## src/cbps_pkg.sv

```systemverilog
// Constants, selector codes and register map of the control bus pin mux.
// Assumes an APB master on pclk at 200 MHz and an active low async reset.
package cbps_pkg;

    // ------------------------------------------------------------
    // Function codes
    // ------------------------------------------------------------
    localparam logic [3:0] FN_RS485 = 4'h0;
    localparam logic [3:0] FN_PWR_N = 4'h1;
    localparam logic [3:0] FN_HOST_TO_DEV_LED_N_N = 4'h2;
    localparam logic [3:0] FN_DEV_TO_HOST_LED_N_N = 4'h3;
    localparam logic [3:0] FN_ANYLED_N = 4'h4;
    localparam logic [3:0] FN_SLEEP_N = 4'h5;
    localparam logic [3:0] FN_CLK_FAST = 4'h6;
    localparam logic [3:0] FN_CLK_HALF = 4'h7;
    localparam logic [3:0] FN_CLK_QUARTER = 4'h8;
    localparam logic [3:0] FN_CLK_EIGHTH = 4'h9;
    localparam logic [3:0] FN_GPIO = 4'hA;
    localparam logic [3:0] FN_WR_N = 4'hB;
    localparam logic [3:0] FN_RD_N = 4'hC;

    // ------------------------------------------------------------
    // Register map
    // ------------------------------------------------------------
    localparam logic [11:0] CFG_OFS = 12'h000;
    localparam logic [11:0] GPIO_OUT_OFS = 12'h004;
    localparam logic [11:0] GPIO_DIR_OFS = 12'h008;
    localparam logic [11:0] STATUS_OFS = 12'h00C;
    localparam int FN_W = 4;
    localparam logic [31:0] CFG_RST = 32'h0005_1032;
    localparam logic [3:0] GPIO_OUT_RST = 4'h0;
    localparam logic [3:0] GPIO_DIR_RST = 4'h0;

    // ------------------------------------------------------------
    // Timing
    // ------------------------------------------------------------
    localparam int CLK_MHZ = 200;
    localparam int LED_MS = 50;
    localparam int LED_CYCLES = LED_MS * CLK_MHZ * 1000;
    localparam int LED_CNT_W = 24;

endpackage

```

## src/cbps_pin_mux.sv

```systemverilog
// Control bus pin function selector with APB configuration and GPIO.
// Assumes status inputs from the USB engine and UART on pclk.
`timescale 1ns/10ps

module cbps_pin_mux #(
    parameter int LED_HOLD = cbps_pkg::LED_CYCLES
) (
    input wire logic pclk,
    input wire logic presetn,
    input wire logic psel,
    input wire logic penable,
    input wire logic pwrite,
    input wire logic [11:0] paddr,
    input wire logic [31:0] pwdata,
    output logic [31:0] prdata,
    output logic pready,
    output logic pslverr,
    input wire logic uart_sending,
    input wire logic usb_configured,
    input wire logic usb_suspend,
    input wire logic host_data_fwd,
    input wire logic dev_data_fwd,
    input wire logic port_write_strobe_n,
    input wire logic port_read_strobe_n,
    input wire logic [3:0] ctrl_pin_i,
    output logic [4:0] ctrl_pin_o,
    output logic [3:0] ctrl_pin_oe_n
);

    // ------------------------------------------------------------
    // Configuration and GPIO registers
    // ------------------------------------------------------------
    logic [31:0] cfg_q, cfg_d;
    logic [3:0] gpo_q, gpo_d;
    logic [3:0] gdir_q, gdir_d;
    logic wr_en;
    logic rd_en;
    logic addr_ok;

    assign wr_en = psel && penable && pwrite;
    assign rd_en = psel && penable && !pwrite;
    assign addr_ok = (paddr == cbps_pkg::CFG_OFS) ||
                     (paddr == cbps_pkg::GPIO_OUT_OFS) ||
                     (paddr == cbps_pkg::GPIO_DIR_OFS) ||
                     (paddr == cbps_pkg::STATUS_OFS);
    assign pready = 1'b1;
    assign pslverr = psel && penable && !addr_ok;

    always_comb
    begin
        cfg_d = cfg_q;
        gpo_d = gpo_q;
        gdir_d = gdir_q;
        if (wr_en && paddr == cbps_pkg::CFG_OFS)
        begin
            cfg_d = {12'h000, pwdata[19:0]};
        end
        if (wr_en && paddr == cbps_pkg::GPIO_OUT_OFS)
        begin
            gpo_d = pwdata[3:0];
        end
        if (wr_en && paddr == cbps_pkg::GPIO_DIR_OFS)
        begin
            gdir_d = pwdata[3:0];
        end
    end

    always_ff @(posedge pclk or negedge presetn)
    begin
        if (!presetn)
        begin
            cfg_q <= cbps_pkg::CFG_RST;
            gpo_q <= cbps_pkg::GPIO_OUT_RST;
            gdir_q <= cbps_pkg::GPIO_DIR_RST;
        end
        else
        begin
            cfg_q <= cfg_d;
            gpo_q <= gpo_d;
            gdir_q <= gdir_d;
        end
    end

    // ------------------------------------------------------------
    // Pin input synchronisers
    // ------------------------------------------------------------
    logic [3:0] s1_q, s2_q, s3_q, gin_q;
    logic [3:0] gin_d;

    always_comb
    begin
        gin_d = gin_q;
        for (int i = 0; i < 4; i++)
        begin
            if (s2_q[i] == s3_q[i])
            begin
                gin_d[i] = s3_q[i];
            end
        end
    end

    always_ff @(posedge pclk or negedge presetn)
    begin
        if (!presetn)
        begin
            s1_q <= 4'h0;
            s2_q <= 4'h0;
            s3_q <= 4'h0;
            gin_q <= 4'h0;
        end
        else
        begin
            s1_q <= ctrl_pin_i;
            s2_q <= s1_q;
            s3_q <= s2_q;
            gin_q <= gin_d;
        end
    end

    // ------------------------------------------------------------
    // Read data
    // ------------------------------------------------------------
    logic [31:0] rd_d, rd_q;

    always_comb
    begin
        rd_d = rd_q;
        if (psel && !penable && !pwrite)
        begin
            case (paddr)
                cbps_pkg::CFG_OFS: rd_d = cfg_q;
                cbps_pkg::GPIO_OUT_OFS: rd_d = {28'h000_0000, gpo_q};
                cbps_pkg::GPIO_DIR_OFS: rd_d = {28'h000_0000, gdir_q};
                cbps_pkg::STATUS_OFS: rd_d = {24'h00_0000, usb_suspend,
                    usb_configured, uart_sending, 1'b0, gin_q};
                default: rd_d = 32'h0000_0000;
            endcase
        end
    end

    always_ff @(posedge pclk or negedge presetn)
    begin
        if (!presetn)
        begin
            rd_q <= 32'h0000_0000;
        end
        else
        begin
            rd_q <= rd_d;
        end
    end

    assign prdata = rd_en ? rd_q : 32'h0000_0000;

    // ------------------------------------------------------------
    // Clock divider: fast clock toggles each cycle while usb_suspend is low, others derived
    // ------------------------------------------------------------
    logic [3:0] div_q, div_d;

    always_comb
    begin
        div_d = div_q;
        if (!usb_suspend)
        begin
            div_d = div_q + 4'h1;
        end
    end

    always_ff @(posedge pclk or negedge presetn)
    begin
        if (!presetn)
        begin
            div_q <= 4'h0;
        end
        else
        begin
            div_q <= div_d;
        end
    end

    // ------------------------------------------------------------
    // LED stretchers: host-to-device, device-to-host, either
    // ------------------------------------------------------------
    localparam int LED_CNT_W_L = cbps_pkg::LED_CNT_W;
    logic [2:0] led_evt;
    logic [2:0] led_on;
    logic [LED_CNT_W_L-1:0] led_q [3];
    logic [LED_CNT_W_L-1:0] led_d [3];

    assign led_evt = {host_data_fwd || dev_data_fwd, dev_data_fwd,
                      host_data_fwd};

    always_comb
    begin
        for (int i = 0; i < 3; i++)
        begin
            led_d[i] = led_q[i];
            if (led_evt[i])
            begin
                led_d[i] = LED_HOLD[LED_CNT_W_L-1:0];
            end
            else if (led_q[i] != '0)
            begin
                led_d[i] = led_q[i] - 1'b1;
            end
        end
    end

    always_ff @(posedge pclk or negedge presetn)
    begin
        if (!presetn)
        begin
            for (int i = 0; i < 3; i++)
            begin
                led_q[i] <= '0;
            end
        end
        else
        begin
            for (int i = 0; i < 3; i++)
            begin
                led_q[i] <= led_d[i];
            end
        end
    end

    generate
        for (genvar g = 0; g < 3; g++)
        begin : g_led
            assign led_on[g] = (led_q[g] != '0);
        end
    endgenerate

    // ------------------------------------------------------------
    // Per pin function select
    // ------------------------------------------------------------
    function automatic logic fn_allowed(input logic [3:0] fn,
                                        input int pin);
        fn_allowed = 1'b1;
        if (fn == cbps_pkg::FN_GPIO || fn == cbps_pkg::FN_RD_N)
        begin
            fn_allowed = (pin < 4);
        end
        else if (fn == cbps_pkg::FN_WR_N)
        begin
            fn_allowed = (pin < 2);
        end
        else if (fn > cbps_pkg::FN_RD_N)
        begin
            fn_allowed = 1'b0;
        end
    endfunction

    function automatic logic fn_idle(input logic [3:0] fn);
        fn_idle = !(fn == cbps_pkg::FN_RS485 ||
                    (fn >= cbps_pkg::FN_CLK_FAST &&
                     fn <= cbps_pkg::FN_CLK_EIGHTH));
    endfunction

    logic [4:0] pin_d, pin_q;
    logic [3:0] oe_d, oe_q;

    always_comb
    begin
        logic [3:0] fn;
        fn = 4'h0;
        pin_d = '0;
        oe_d = 4'hF;
        for (int p = 0; p < 5; p++)
        begin
            fn = cfg_q[p*cbps_pkg::FN_W +: cbps_pkg::FN_W];
            if (!fn_allowed(fn, p))
            begin
                pin_d[p] = fn_idle(fn);
            end
            else
            begin
                case (fn)
                    cbps_pkg::FN_RS485: pin_d[p] = uart_sending;
                    cbps_pkg::FN_PWR_N:
                        pin_d[p] = usb_suspend || !usb_configured;
                    cbps_pkg::FN_HOST_TO_DEV_LED_N_N: pin_d[p] = !led_on[0];
                    cbps_pkg::FN_DEV_TO_HOST_LED_N_N: pin_d[p] = !led_on[1];
                    cbps_pkg::FN_ANYLED_N: pin_d[p] = !led_on[2];
                    cbps_pkg::FN_SLEEP_N: pin_d[p] = !usb_suspend;
                    cbps_pkg::FN_CLK_FAST: pin_d[p] = div_q[0];
                    cbps_pkg::FN_CLK_HALF: pin_d[p] = div_q[1];
                    cbps_pkg::FN_CLK_QUARTER: pin_d[p] = div_q[2];
                    cbps_pkg::FN_CLK_EIGHTH: pin_d[p] = div_q[3];
                    cbps_pkg::FN_WR_N: pin_d[p] = port_write_strobe_n;
                    cbps_pkg::FN_RD_N: pin_d[p] = port_read_strobe_n;
                    cbps_pkg::FN_GPIO:
                    begin
                        pin_d[p] = gpo_q[p[1:0]];
                        oe_d[p[1:0]] = !gdir_q[p[1:0]];
                    end
                    default: pin_d[p] = 1'b1;
                endcase
                if (p < 4 && fn != cbps_pkg::FN_GPIO)
                begin
                    oe_d[p[1:0]] = 1'b0;
                end
            end
            if (p < 4 && !fn_allowed(fn, p))
            begin
                oe_d[p[1:0]] = 1'b0;
            end
        end
    end

    always_ff @(posedge pclk or negedge presetn)
    begin
        if (!presetn)
        begin
            pin_q <= 5'h1F;
            oe_q <= 4'hF;
        end
        else
        begin
            pin_q <= pin_d;
            oe_q <= oe_d;
        end
    end

    assign ctrl_pin_o = pin_q;
    assign ctrl_pin_oe_n = oe_q;

endmodule

```

## config.mk

```make
export PLATFORM = sky130hd
export DESIGN_NAME = cbps_pin_mux
export DESIGN_NICKNAME = d
export VERILOG_FILES = /design/src/cbps_pkg.sv /design/src/cbps_pin_mux.sv
export SDC_FILE = /design/constraint.sdc
export NUM_CORES = 1
export LEC_CHECK = 0
export ABC_AREA = 1
export BUFFER_PORTS_ARGS = -buffer_cell sky130_fd_sc_hd__buf_4
export CAP_MARGIN = 25
export CORE_MARGIN = 4
export CORE_UTILIZATION = 41
export CTS_CLUSTER_SIZE = 12
export DETAILED_ROUTE_END_ITERATION = 12
export PLACE_DENSITY = 0.65
export SLEW_MARGIN = 5
export SYNTH_ARGS = -nofsm -noshare
export SYNTH_HDL_FRONTEND = slang
export SYNTH_SLANG_ARGS = --single-unit
```

## constraint.sdc

```tcl
create_clock -name pclk -period 3.6 [get_ports pclk]
set_input_delay 0.72 -clock pclk [delete_from_list [all_inputs] [get_ports pclk]]
set_output_delay 0.72 -clock pclk [all_outputs]
set_load 0.005 [all_outputs]
```

==> run summary, run 1 <==
Number of setup violations in the final report = 0
Hold crit path type = in2async
Final setup slack of the worst path = 0.9112 ns
CTS HTree Levels = 4
Floorplan Core Area = 20490 um^2
Pleak = 4.826 nW
Clock period minus final worst setup slack = 2.689 ns
Fin. Hold Viols = 0
Sequential fraction of the synthesis area = 0.4332
Number of gates given a new drive strength after cts = 0
Clock-pin slew on the worst setup and hold paths = 0.06 ns
Final worst path period share = 0.7469
Initial standard-cell utilization of the core = 0.4221
Remaining antenna violation count after routing = 0
Ordered cell list for the critical path = buf_4 -> nor2_1 -> nand2_1 -> nor2_2 -> nand2_2 -> nand4_1 -> nor2_1 -> buf_4
Pin slew with the least headroom to its limit = 0.7069 ns
Highest fanout seen on the critical path = 11
Cell types occupying the most area after synthesis = sky130_fd_sc_hd__dfrtp_1 39%, sky130_fd_sc_hd__nor2_1 10%, sky130_fd_sc_hd__nand2_1 10%
Warning count from the yosys run = 0
Primary FF master, synth = sky130_fd_sc_hd__dfrtp_1
Port buffer count = 77
Async SR Flop Fraction = 1.000
Vias in the first global route = 7539
Mean instance size in the synthesized netlist = 7.276 um^2
Max IR drop VDD = 0.0002881 V
Count of inserted antenna diode cells = 0
CTS root buffer = sky130_fd_sc_hd__clkbuf_16
Routability-driven placement congestion ratio = 0.9089
Final instance area = 10040 um^2
Routed vias = 7874
Inserted Clock Buffers = 17
CTS tree = yes
Number of cell rows = 52
Number of fillers in the final layout = 2095
Pin count of the biggest net entering global routing = 67
Total number of clock tree sinks = 149
Proportion of layout cells with a drive suffix above 1 = 0.1385
Final Net Count = 1332
Final design utilization = 0.4898
Element type at the critical path end = primary output
Library cells used by synthesis = 43
Unrepaired setup endpoints after global routing = no
CP arrival = 1.97 ns
Mux cell area share after synthesis = 0
Per-cell via count in the routed design = 5.087
Number of optimization iterations in the first detailed-route pass = 5
Adder-cell share of the synthesized area = 0.01475
Syn Inst Count = 1189
Most area-hungry cell type in the Yosys netlist = sky130_fd_sc_hd__dfrtp_1
Die X-Extent = 153.3 um
Max-slew headroom = 0.5271
Crit Path Category = in2out
Compound-Gate Fraction of Synth Area = 0.07666
Relative area change from synthesis to final layout = 16.04%
Placed Cells = 1516
Final-report max-slew violation count = 0
Number of ports placed on the die boundary = 103
Post-CTS Setup Inserts = 0
Layout Cells excl Fill = 1548
Number of violations reported at the end of detailed-routing iteration 0 = 608
Post-DP HPWL = 16.46 mm
Combinational family with the most area after synthesis = simple AND/OR/NAND/NOR gates
Full die area = 23490 um^2
Number of DRC violations after detailed routing = 0
Crit-path max cell delay = 0.42 ns
Result of the run = finished clean
Synth top area share = 0.3876
Wire per inst = 14.29 um
Critical path launch point type = primary input
Crit path required time = 2.88 ns
Summed instance area of the synthesized netlist = 8651 um^2
Count of max-cap constraint violations = 0
Congestion Overflow GR = 0
Instance area after placement = 9427 um^2
#FFs+latches synth = 149
GR Util All Layers = 0.1920
Timing-limited maximum frequency = 371.9 MHz
Clk Latency, worst-skew pair = 0.44 ns
Number of buffers and inverters on the critical path = 2
Setup TNS = 0 ns
Slowest cell on the critical path = sky130_fd_sc_hd__nor2_2
Wire length of the first global-routing pass = 37.33 mm
Post-synth EDFFs = 0
Family with the most delay on the worst path = simple AND/OR/NAND/NOR gates
Initial antenna violation count = 0
Maximum clock path buffer count = 2
Areal power density over the cells = 416.2 nW/um^2
Final worst clock skew = 0.01207 ns
Fraction of synthesized cell area in xor and xnor cells = 0.01620
Die outline height = 153.3 um
Wire length reported by the detailed router = 22.13 mm
Post-synthesis simple-gate area fraction = 0.3653
DP Worst Slack = 0.7755 ns
Post-CTS Hold Buffers = 0
==> report_power, final <==
group          total (mW)  internal, mW  switching [mW]
combinational       0.508         0.176           0.332
sequential           1.86          1.75           0.108
clock                1.81         0.940           0.868
total                4.18          2.87            1.31
==> synthesized netlist by cell type, types with 3 or more instances <==
cell type                  count
sky130_fd_sc_hd__a21oi_1      43
sky130_fd_sc_hd__buf_2         7
sky130_fd_sc_hd__buf_4        13
sky130_fd_sc_hd__buf_6         6
sky130_fd_sc_hd__clkbuf_1      9
sky130_fd_sc_hd__clkinv_1      3
sky130_fd_sc_hd__dfrtp_1     134
sky130_fd_sc_hd__dfstp_2      15
sky130_fd_sc_hd__ha_1          7
sky130_fd_sc_hd__inv_1       145
sky130_fd_sc_hd__inv_2         4
sky130_fd_sc_hd__maj3_1        4
sky130_fd_sc_hd__nand2_1     230
sky130_fd_sc_hd__nand2_2       8
sky130_fd_sc_hd__nand3_1     125
sky130_fd_sc_hd__nand3b_1     11
sky130_fd_sc_hd__nand4_1      44
sky130_fd_sc_hd__nor2_1      231
sky130_fd_sc_hd__nor2_2       13
sky130_fd_sc_hd__nor2_4        4
sky130_fd_sc_hd__nor3_1       10
sky130_fd_sc_hd__nor4_1        3
sky130_fd_sc_hd__o21a_1        4
sky130_fd_sc_hd__o21ai_0      51
sky130_fd_sc_hd__o21ai_1       7
sky130_fd_sc_hd__o21ai_2       3
sky130_fd_sc_hd__o21bai_1      8
sky130_fd_sc_hd__or2_0         3
sky130_fd_sc_hd__or2_2         9
sky130_fd_sc_hd__xnor2_1       5
sky130_fd_sc_hd__xor2_1       11
==> cell usage in the layout, fill, tap and decap left out, types with 3 or more instances in the layout <==
cell                        count
sky130_fd_sc_hd__nor3_1        10
sky130_fd_sc_hd__a21oi_1       43
sky130_fd_sc_hd__clkinv_1       3
sky130_fd_sc_hd__nor2_2        13
sky130_fd_sc_hd__o21a_1         4
sky130_fd_sc_hd__or2_0          3
sky130_fd_sc_hd__nand3_1      125
sky130_fd_sc_hd__inv_1        145
sky130_fd_sc_hd__dfrtp_1      134
sky130_fd_sc_hd__dfstp_2       15
sky130_fd_sc_hd__o21ai_1        7
sky130_fd_sc_hd__buf_4         79
sky130_fd_sc_hd__xor2_1        11
sky130_fd_sc_hd__nor2_1       231
sky130_fd_sc_hd__clkinv_8       6
sky130_fd_sc_hd__nor4_1         3
sky130_fd_sc_hd__o21ai_2        3
sky130_fd_sc_hd__nand3b_1      11
sky130_fd_sc_hd__inv_2          4
sky130_fd_sc_hd__nor2_4         4
sky130_fd_sc_hd__nand2_2        8
sky130_fd_sc_hd__or2_2          9
sky130_fd_sc_hd__ha_1           7
sky130_fd_sc_hd__conb_1        13
sky130_fd_sc_hd__o21bai_1       8
sky130_fd_sc_hd__o21ai_0       51
sky130_fd_sc_hd__nand2_1      230
sky130_fd_sc_hd__nor3_4         3
sky130_fd_sc_hd__maj3_1         4
sky130_fd_sc_hd__xnor2_1        5
sky130_fd_sc_hd__nand4_1       44
sky130_fd_sc_hd__inv_8          5
sky130_fd_sc_hd__clkbuf_16     17
==> kinds of logic after synthesis <==
group	Yosys count
AND/OR/NAND/NOR	702
adder cells (fa/ha/maj)	11
other	2
XOR/XNOR	16
AO/OA/AOI/OAI	122
buffers and inverters	187
flip-flops	149
==> per-layer routing <==
metal,GRT usage,vias to the layer above,share of wire
met1,0.2533,3698,0.46
met5,0,-,0
li1,-,3950,-
met4,0.05049,0,0.016
met3,0.04100,35,0.050
met2,0.3219,191,0.48
==> metrics by stage <==
step                total power [mW]  hold WS [ns]
finish                         4.178        0.2277
global route                   4.370        0.2665
CTS                            4.217        0.2523
detailed placement             2.406        0.3379
global placement               2.395        0.3339
floorplan                      2.212        0.3312
==> flip-flops by register name (all words and copies together), names as in the netlist <==
register / flops
led_q: 72
cfg_q: 20
rd_q: 20
ctrl_pin_o: 5
ctrl_pin_oe_n: 4
div_q: 4
gdir_q: 4
gin_q: 4
gpo_q: 4
s1_q: 4
s2_q: 4
s3_q: 4
==> cell type report <==
type | instances | area [um^2] | share of cell area
inverters | 152 | 570.5 | 0.05684
clock buffers | 17 | 425.4 | 0.04238
multi-input cells | 864 | 4146 | 0.4131
flip-flops and latches | 149 | 3747 | 0.3733
well taps | 270 | 337.8 | 0.03365
repair buffers | 81 | 624.3 | 0.06220
clock inverters | 15 | 186.4 | 0.01857
==> path summary, 6_finish.rpt <==
path                                      endpoint                  from  slack, ns  cells after the start
hold reg to reg                  s2_q[3]$_DFF_PN0_     s1_q[3]$_DFF_PN0_       0.35                      0
min in group pclk                s2_q[3]$_DFF_PN0_     s1_q[3]$_DFF_PN0_       0.35                      0
setup / recovery                           pslverr              paddr[7]       0.91                      8
setup reg to reg             led_q[20]$_DFFE_PN0P_  led_q[0]$_DFFE_PN0P_       1.54                      9
hold / removal               led_q[61]$_DFFE_PN0P_               presetn       0.23                      1
max in group asynchronous  ctrl_pin_o[1]$_DFF_PN1_               presetn       2.55                      2
Note: power is estimated with default switching activity, not from simulation.
==> run 2, diff against run 1 <==
Settings changed: ABC_AREA 1 to 0, PLACE_DENSITY 0.65 to 0.67.
Clock period 3.6 ns to 2.2 ns, I/O delays scaled along.
==> run 2 against run 1 <==
Design area is 1.3% higher. Sequential share of layout area is 0.50 points lower. Largest cell class unchanged. Critical path depth is 3 lower. Non-clock buffer count is 110 higher. Worst setup slack worse by 1.1 ns. Core utilization is 7.1 points higher. Total power is 68% higher. Synthesized cell count is 38% lower. Critical endpoint is now led_q[67]$_DFFE_PN0P_. The flow now finishes with violations (setup timing).
==> run summary, run 2 <==
Summed instance area of the synthesized netlist = 7636 um^2 (was 8651 um^2)
Destination of the worst register-to-register timing path = led_q[67]$_DFFE_PN0P_ (was led_q[20]$_DFFE_PN0P_)
Number of setup violations in the final report = 23 (was 0)
Number of cells on the worst hold path = 1
Proportion of power drawn by flip-flops and latches = 0.431 (was 0.446)
Startpoint of the tightest hold check path = ctrl_pin_i[2]
Timing-limited maximum frequency = 426.1 MHz
Die X-Extent = 144.5 um (was 153.3 um)
Die outline height = 144.5 um (was 153.3 um)
Floorplan Core Area = 18150 um^2 (was 20490 um^2)
Cell depth of the worst flop-to-flop path = 5 (was 9)
DP Worst Slack = -0.1055 ns (was 0.7755 ns)
Hold-critical path endpoint = s1_q[2]$_DFF_PN0_
Power consumption = 7.013 mW (was 4.178 mW)
#FFs+latches synth = 149 (unchanged)
Switch share = 0.2505 (was 0.3130)
Portion of total power attributed to the clock network = 0.441 (was 0.433)
Fraction of synthesized cell area in xor and xnor cells = 0.03097 (was 0.01620)
Inserted Clock Buffers = 17 (unchanged)
Areal power density over the cells = 689.3 nW/um^2 (was 416.2 nW/um^2)
Worst reg-to-reg setup slack = -0.15 ns (was 1.54 ns)
Combinational group share of total power = 0.128 (was 0.122)
GR Util All Layers = 0.1888 (was 0.1920)
Hold crit path type = in2reg (was in2async)
Origin of the critical flop-to-flop path = led_q[59]$_DFFE_PN0P_ (was led_q[0]$_DFFE_PN0P_)
Instance area after placement = 9136 um^2 (was 9427 um^2)
Number of violations reported at the end of detailed-routing iteration 0 = 502 (was 608)
Number of ports placed on the die boundary = 103 (unchanged)
Adder-cell share of the synthesized area = 0.01671 (was 0.01475)
Number of DRC violations after detailed routing = 0 (unchanged)
Post-synth EDFFs = 0 (unchanged)
Library cell with the highest instance count after synthesis = sky130_fd_sc_hd__dfrtp_1 (was sky130_fd_sc_hd__nor2_1)
Critical Path Most Common Cell = sky130_fd_sc_hd__or4_4
Clk Latency, worst-skew pair = 0.43 ns (was 0.44 ns)
Wire length of the first global-routing pass = 31.30 mm (was 37.33 mm)
Highest fanout seen on the critical path = 6 (was 11)
CTS HTree Levels = 4 (unchanged)
Placed Cells = 1096 (was 1516)
Biggest registers after layout = led_q (72), cfg_q (20), rd_q (20) (unchanged)
Final worst hold slack = 0.1244 ns (was 0.2277 ns)
Count of max-cap constraint violations = 0 (unchanged)
Maximum clock path buffer count = 2 (unchanged)
Total number of clock tree sinks = 149 (unchanged)
Syn Inst Count = 733 (was 1189)
Routability-driven placement congestion ratio = 0.8554 (was 0.9089)
Number of cell rows = 49 (was 52)
Most frequent standard cell in the layout excluding fill and tap cells = sky130_fd_sc_hd__buf_4 (was sky130_fd_sc_hd__nor2_1)
Cell internal power dissipation = 5.256 mW (was 2.870 mW)
Result of the run = complete, but fails checks (was finished clean)
Pleak = 4.263 nW (was 4.826 nW)
Clock period minus final worst setup slack = 2.347 ns
Crit-path max cell delay = 0.60 ns (was 0.42 ns)
Port buffer count = 77 (unchanged)
Ordered cell list for the critical path = or4_4 -> or4_4 -> o211ai_4 -> nor4_2 -> or3b_1 (was buf_4 -> nor2_1 -> nand2_1 -> nor2_2 -> nand2_2 -> nand4_1 -> nor2_1 -> buf_4)
Final worst clock skew = 0.01102 ns (was 0.01207 ns)
Setup TNS = -1.235 ns (was 0 ns)
Congestion Overflow GR = 0 (unchanged)
Net switching component of the power = 1.757 mW (was 1.308 mW)
Critical path launch point type = register (was primary input)
CTS root buffer = sky130_fd_sc_hd__clkbuf_16 (unchanged)
Slowest cell on the critical path = sky130_fd_sc_hd__or4_4 (was sky130_fd_sc_hd__nor2_2)
Number of flip-flops under the largest register name = 72 (unchanged)
Final design utilization = 0.5606 (was 0.4898)
Layout Cells excl Fill = 1145 (was 1548)
Clock-pin slew on the worst setup and hold paths = 0.06 ns (about the same)
Wire length reported by the detailed router = 19.59 mm (was 22.13 mm)
Pin count of the biggest net entering global routing = 52 (was 67)
Cell types occupying the most area after synthesis = sky130_fd_sc_hd__dfrtp_1 44%, sky130_fd_sc_hd__dfstp_2 5.2%, sky130_fd_sc_hd__mux2_2 4.9% (was sky130_fd_sc_hd__dfrtp_1 39%, sky130_fd_sc_hd__nor2_1 10%, sky130_fd_sc_hd__nand2_1 10%)
Library cells used by synthesis = 69 (was 43)
Primary FF master, synth = sky130_fd_sc_hd__dfrtp_1 (unchanged)
Mux cell area share after synthesis = 0.07029 (was 0)
Per-cell via count in the routed design = 5.606 (was 5.087)
Final worst path period share = 1.067
Async SR Flop Fraction = 1.000 (unchanged)
Element type at the critical path end = register (was primary output)
Max-slew headroom = 0.6166 (was 0.5271)
Compound-Gate Fraction of Synth Area = 0.1398 (was 0.07666)
Post-DP HPWL = 13.45 mm (was 16.46 mm)
Initial standard-cell utilization of the core = 0.4208 (was 0.4221)
Max IR drop VDD = 0.0004930 V (was 0.0002881 V)
Post-synthesis simple-gate area fraction = 0.2079 (was 0.3653)
CTS tree = yes (unchanged)
Initial antenna violation count = 0 (unchanged)
Pin slew with the least headroom to its limit = 0.5698 ns (was 0.7069 ns)
Most frequent cells in the layout = 175 x sky130_fd_sc_hd__buf_4, 134 x sky130_fd_sc_hd__dfrtp_1, 56 x sky130_fd_sc_hd__nor2_1 (was 231 x sky130_fd_sc_hd__nor2_1, 230 x sky130_fd_sc_hd__nand2_1, 145 x sky130_fd_sc_hd__inv_1)
Warning count from the yosys run = 0 (unchanged)
Synth top area share = 0.4391 (was 0.3876)
Wire per inst = 17.11 um (was 14.29 um)
Relative area change from synthesis to final layout = 33.23% (was 16.04%)
Routed vias = 6419 (was 7874)
CP arrival = 2.65 ns (was 1.97 ns)
Crit Path Category = reg2reg (was in2out)
Remaining antenna violation count after routing = 0 (unchanged)
Proportion of layout cells with a drive suffix above 1 = 0.3799 (was 0.1385)
Final setup slack of the worst path = -0.1466 ns (was 0.9112 ns)
Vias in the first global route = 6075 (was 7539)
Mean instance size in the synthesized netlist = 10.42 um^2 (was 7.276 um^2)
Full die area = 20870 um^2 (was 23490 um^2)
Unrepaired setup endpoints after global routing = yes (was no)
Most area-hungry cell type in the Yosys netlist = sky130_fd_sc_hd__dfrtp_1 (unchanged)
Fin. Hold Viols = 0 (unchanged)
Final instance area = 10170 um^2 (was 10040 um^2)
Final-report max-slew violation count = 0 (unchanged)
Combinational family with the most area after synthesis = simple AND/OR/NAND/NOR gates (unchanged)
Number of optimization iterations in the first detailed-route pass = 5 (unchanged)
Commonest cells in the synthesized netlist = 134 x sky130_fd_sc_hd__dfrtp_1, 60 x sky130_fd_sc_hd__nor2_1, 39 x sky130_fd_sc_hd__nand2_1 (was 231 x sky130_fd_sc_hd__nor2_1, 230 x sky130_fd_sc_hd__nand2_1, 145 x sky130_fd_sc_hd__inv_1)
Final Net Count = 970 (was 1332)
Register ranked first by flip-flop count = led_q (unchanged)
Count of inserted antenna diode cells = 0 (unchanged)
Sequential fraction of the synthesis area = 0.4907 (was 0.4332)
Crit path required time = 2.50 ns (was 2.88 ns)
Violated checks = setup timing
-- run 2: cell types whose count changed in the layout (fill, tap and decap cells not counted), sizes merged, moves of 26 or more --
cell	change
nand3	-108
mux2	+33
inv	-139
or4	+26
o21ai	-32
nand4	-35
buf	+109
nor2	-189
nand2	-201
-- run 2: cell families after synthesis --
family / after synthesis
XOR/XNOR: 27
buffers and inverters: 68
adder cells (fa/ha/maj): 11
other: 2
AO/OA/AOI/OAI: 157
AND/OR/NAND/NOR: 277
flip-flops: 149
multiplexers: 42
-- run 2: area by class of cell --
class | count | area [um^2]
clock inverters | 12 | 177.7
multi-input cells | 529 | 3940
flip-flops and latches | 149 | 3747
clock buffers | 20 | 446.7
fillers | 1516 | 7974
repair buffers | 191 | 1519
inverters | 15 | 56.30
well taps | 229 | 286.5
-- run 2: worst max-delay path, delay by kind of cell (launching register included) --
kind	cells	cell delay (ns)
flops	1	0.38
compound gates	1	0.26
simple gates	4	1.58
-- run 2: how the worst max path moves through the flow --
stage	start	endpoint	slack, ns	cells past startpoint
after floorplan	led_q[58]$_DFFE_PN0P_	led_q[70]$_DFFE_PN0P_	-0.11	6
after global placement	led_q[44]$_DFFE_PN0P_	ctrl_pin_o[3]$_DFF_PN1_	-0.11	5
after detailed placement	led_q[44]$_DFFE_PN0P_	ctrl_pin_o[3]$_DFF_PN1_	-0.11	5
after CTS	led_q[64]$_DFFE_PN0P_	led_q[67]$_DFFE_PN0P_	-0.08	5
after global routing	led_q[59]$_DFFE_PN0P_	led_q[67]$_DFFE_PN0P_	-0.19	5
final	led_q[59]$_DFFE_PN0P_	led_q[67]$_DFFE_PN0P_	-0.15	5
-- run 2: routing by layer --
layer	vias up	global-route usage	wire (um)
met4	0	0.05400	324
met2	195	0.3033	9371
met1	3136	0.2600	8930
met3	21	0.03935	962
li1	3067	-	-
met5	-	0	0
-- run 2: power by group through the flow --
stage / clock, mW / sequential [mW] / combinational (mW)
final: 3.09 / 3.02 / 0.898
after global routing: 3.25 / 3.03 / 1.01
after CTS: 3.12 / 3.01 / 0.873
after detailed placement: 0 / 3.06 / 0.856
after global placement: 0 / 3.06 / 0.839
after floorplan: 0 / 3.03 / 0.502
-- run 2: repair_timing --
action / CTS / global route
resized for setup: 19 / 49
hold endpoints to repair: 42 / 0
hold buffers: 1 / 0
setup buffers: 4 / 9
pin swaps: 25 / 39
cloned: 2 / 1
setup endpoints to repair: 37 / 62
==> run 3, diff against run 2 <==
Settings changed: PLACE_DENSITY 0.67 to 0.7.
==> run 3 against run 2 <==
The run ends with hold timing, setup timing left. Design area decreased by 1.9%. Register-to-register slack about the same. First-iteration DRC count decreased by 24%. Critical path depth unchanged. Via count decreased by 0.86%. Worst setup slack got worse by 0.012 ns. Combinational power about the same. Global-route usage decreased by 0.63 points. Flip-flop and latch count unchanged. Clock power decreased by 8.4%. Routed wire length decreased by 2.5%.
==> run summary, run 3 (synthesis results as in run 2) <==
Number of violations reported at the end of detailed-routing iteration 0 = 380 (was 502)
Element type at the critical path end = register (unchanged)
Wire per inst = 16.85 um (was 17.11 um)
Origin of the critical flop-to-flop path = led_q[41]$_DFFE_PN0P_ (was led_q[59]$_DFFE_PN0P_)
Max IR drop VDD = 0.0003629 V (was 0.0004930 V)
Net switching component of the power = 1.842 mW (was 1.757 mW)
Hold crit path type = in2async (was in2reg)
Power consumption = 6.749 mW (was 7.013 mW)
Initial standard-cell utilization of the core = 0.4208 (unchanged)
Final setup slack of the worst path = -0.1588 ns (was -0.1466 ns)
Result of the run = complete, but fails checks (unchanged)
Full die area = 20870 um^2 (unchanged)
Cell internal power dissipation = 4.906 mW (was 5.256 mW)
Inserted Clock Buffers = 17 (unchanged)
Worst reg-to-reg setup slack = -0.16 ns (was -0.15 ns)
Highest fanout seen on the critical path = 8 (was 6)
Crit path required time = 2.52 ns (was 2.50 ns)
Total number of clock tree sinks = 149 (unchanged)
CTS root buffer = sky130_fd_sc_hd__clkbuf_16 (unchanged)
Routability-driven placement congestion ratio = 0.8332 (was 0.8554)
DP Worst Slack = -0.1448 ns (was -0.1055 ns)
Destination of the worst register-to-register timing path = ctrl_pin_o[3]$_DFF_PN1_ (was led_q[67]$_DFFE_PN0P_)
Switch share = 0.2730 (was 0.2505)
Clk Latency, worst-skew pair = 0.43 ns (about the same)
Final worst hold slack = -0.01785 ns (was 0.1244 ns)
Portion of total power attributed to the clock network = 0.419 (was 0.441)
Total routed wire length on the met1 layer = 8.721 mm (was 8.930 mm)
Relative area change from synthesis to final layout = 30.67% (was 33.23%)
Max-slew headroom = 0.6033 (was 0.6166)
Critical path launch point type = register (unchanged)
CTS HTree Levels = 4 (unchanged)
Vias in the first global route = 6030 (was 6075)
GR Util All Layers = 0.1824 (was 0.1888)
Final worst path period share = 1.072 (was 1.067)
Proportion of power drawn by flip-flops and latches = 0.448 (was 0.431)
Initial antenna violation count = 0 (unchanged)
Instance area after placement = 9111 um^2 (was 9136 um^2)
CTS tree = yes (unchanged)
Met3 WL post-DR = 848 um (was 962 um)
WL met2 = 9.219 mm (was 9.371 mm)
Violated checks = hold timing, setup timing (was setup timing)
Cell depth of the worst flop-to-flop path = 5 (unchanged)
Die X-Extent = 144.5 um (unchanged)
Count of inserted antenna diode cells = 0 (unchanged)
Pin count of the biggest net entering global routing = 60 (was 52)
Final worst clock skew = 0.01216 ns (was 0.01102 ns)
Biggest registers after layout = led_q (72), cfg_q (20), rd_q (20) (unchanged)
Number of flip-flops under the largest register name = 72 (unchanged)
Number of fillers in the final layout = 1547 (was 1516)
Most frequent cells in the layout = 169 x sky130_fd_sc_hd__buf_4, 134 x sky130_fd_sc_hd__dfrtp_1, 56 x sky130_fd_sc_hd__nor2_1 (was 175 x sky130_fd_sc_hd__buf_4, 134 x sky130_fd_sc_hd__dfrtp_1, 56 x sky130_fd_sc_hd__nor2_1)
CP arrival = 2.68 ns (was 2.65 ns)
Maximum clock path buffer count = 2 (unchanged)
Routed vias = 6364 (was 6419)
Wire length reported by the detailed router = 19.10 mm (was 19.59 mm)
Clock period minus final worst setup slack = 2.359 ns (was 2.347 ns)
Top sig layer = met4 (unchanged)
Final-report max-slew violation count = 0 (unchanged)
Proportion of layout cells with a drive suffix above 1 = 0.3657 (was 0.3799)
Number of cell rows = 49 (unchanged)
Timing-limited maximum frequency = 423.9 MHz (was 426.1 MHz)
Unrepaired setup endpoints after global routing = yes (unchanged)
Areal power density over the cells = 676.3 nW/um^2 (was 689.3 nW/um^2)
Post-DP HPWL = 13.55 mm (was 13.45 mm)
Floorplan Core Area = 18150 um^2 (unchanged)
Clock-pin slew on the worst setup and hold paths = 0.06 ns (about the same)
Pleak = 4.207 nW (was 4.263 nW)
Most frequent standard cell in the layout excluding fill and tap cells = sky130_fd_sc_hd__buf_4 (unchanged)
Pin slew with the least headroom to its limit = 0.5896 ns (was 0.5698 ns)
Wire length of the first global-routing pass = 30.32 mm (was 31.30 mm)
Register ranked first by flip-flop count = led_q (unchanged)
Congestion Overflow GR = 0 (unchanged)
Number of DRC violations after detailed routing = 0 (unchanged)
Number of setup violations in the final report = 23 (unchanged)
Die outline height = 144.5 um (unchanged)
Final instance area = 9978 um^2 (was 10170 um^2)
Per-cell via count in the routed design = 5.612 (was 5.606)
Combinational group share of total power = 0.133 (was 0.128)
Port buffer count = 77 (unchanged)
Fin. Hold Viols = 11 (was 0)
Number of optimization iterations in the first detailed-route pass = 5 (unchanged)
Remaining antenna violation count after routing = 0 (unchanged)
Crit Path Category = reg2reg (unchanged)
Count of max-cap constraint violations = 0 (unchanged)
Number of ports placed on the die boundary = 103 (unchanged)
Final Net Count = 959 (was 970)
## run 3: cell count changes in the layout (fill, tap and decap cells not counted), sizes merged
cell         change
dlygate4sd3      -1
bufinv           -3
clkbuf           -3
clkinvlp         +1
inv              +5
buf              -9
or4b             -1
## run 3: layout make-up
| class | count | area [um^2] | area share |
|---|---|---|---|
| Clock buffer | 17 | 425.4 | 0.04263 |
| Clock inverter | 15 | 145.1 | 0.01455 |
| Inverter | 15 | 56.30 | 0.005643 |
| Multi-Input combinational cell | 528 | 3879 | 0.3887 |
| Sequential cell | 149 | 3747 | 0.3755 |
| Tap cell | 229 | 286.5 | 0.02871 |
| Timing Repair Buffer | 181 | 1439 | 0.1442 |
## run 3: worst max-delay path by stage
stage	startpoint	end	slack [ns]	cells past startpoint
6_report	led_q[41]$_DFFE_PN0P_	ctrl_pin_o[3]$_DFF_PN1_	-0.16	5
3_3_place_gp	led_q[44]$_DFFE_PN0P_	ctrl_pin_o[3]$_DFF_PN1_	-0.1	5
2_1_floorplan	led_q[58]$_DFFE_PN0P_	led_q[70]$_DFFE_PN0P_	-0.11	6
5_1_grt	led_q[41]$_DFFE_PN0P_	ctrl_pin_o[3]$_DFF_PN1_	-0.21	5
3_5_place_dp	led_q[61]$_DFFE_PN0P_	led_q[67]$_DFFE_PN0P_	-0.14	5
4_1_cts	led_q[35]$_DFFE_PN0P_	ctrl_pin_o[3]$_DFF_PN1_	-0.13	5
## run 3: metrics by stage
stage                     utilization  setup TNS [ns]  cells  hold slack (ns)
after floorplan                     -         -0.4545    744           0.1444
after global placement         0.5021          -1.002   1091           0.3359
after detailed placement       0.5021          -1.574   1091           0.3358
after CTS                      0.5369         -0.7420   1126        0.0001165
after global routing           0.5498          -4.278   1134          0.01380
final                          0.5498          -1.604   1134         -0.01785
## run 3: worst max-delay path: stages (launching register included)
cell	delay, ns
sky130_fd_sc_hd__dfrtp_1	0.38
sky130_fd_sc_hd__or4_4	0.55
sky130_fd_sc_hd__or4b_4	0.62
sky130_fd_sc_hd__nor3_4	0.34
sky130_fd_sc_hd__a21oi_1	0.11
sky130_fd_sc_hd__o311ai_1	0.27
## run 3: power by group through the flow
stage                     Combinational, mW  Sequential, mW  Clock, mW
after floorplan                       0.502            3.03          0
after global placement                0.818            3.06          0
after detailed placement              0.843            3.06          0
after CTS                             0.859            3.02       2.87
after global routing                  0.999            3.04       3.00
final                                 0.901            3.02       2.83
## run 3: metal layers
metal,vias up,global-route usage
li1,3028,-
met4,0,0.05253
met2,155,0.2992
met5,-,0
met3,25,0.03439
met1,3156,0.2482
## run 3: timing repair
action / CTS / global route
hold buffers: 0 / 0
resized for setup: 14 / 45
buffers inserted: 1 / 8
endpoints found under the setup margin: 43 / 71
pin swaps: 27 / 33
hold endpoints to repair: 0 / 0
cloned: 2 / 0
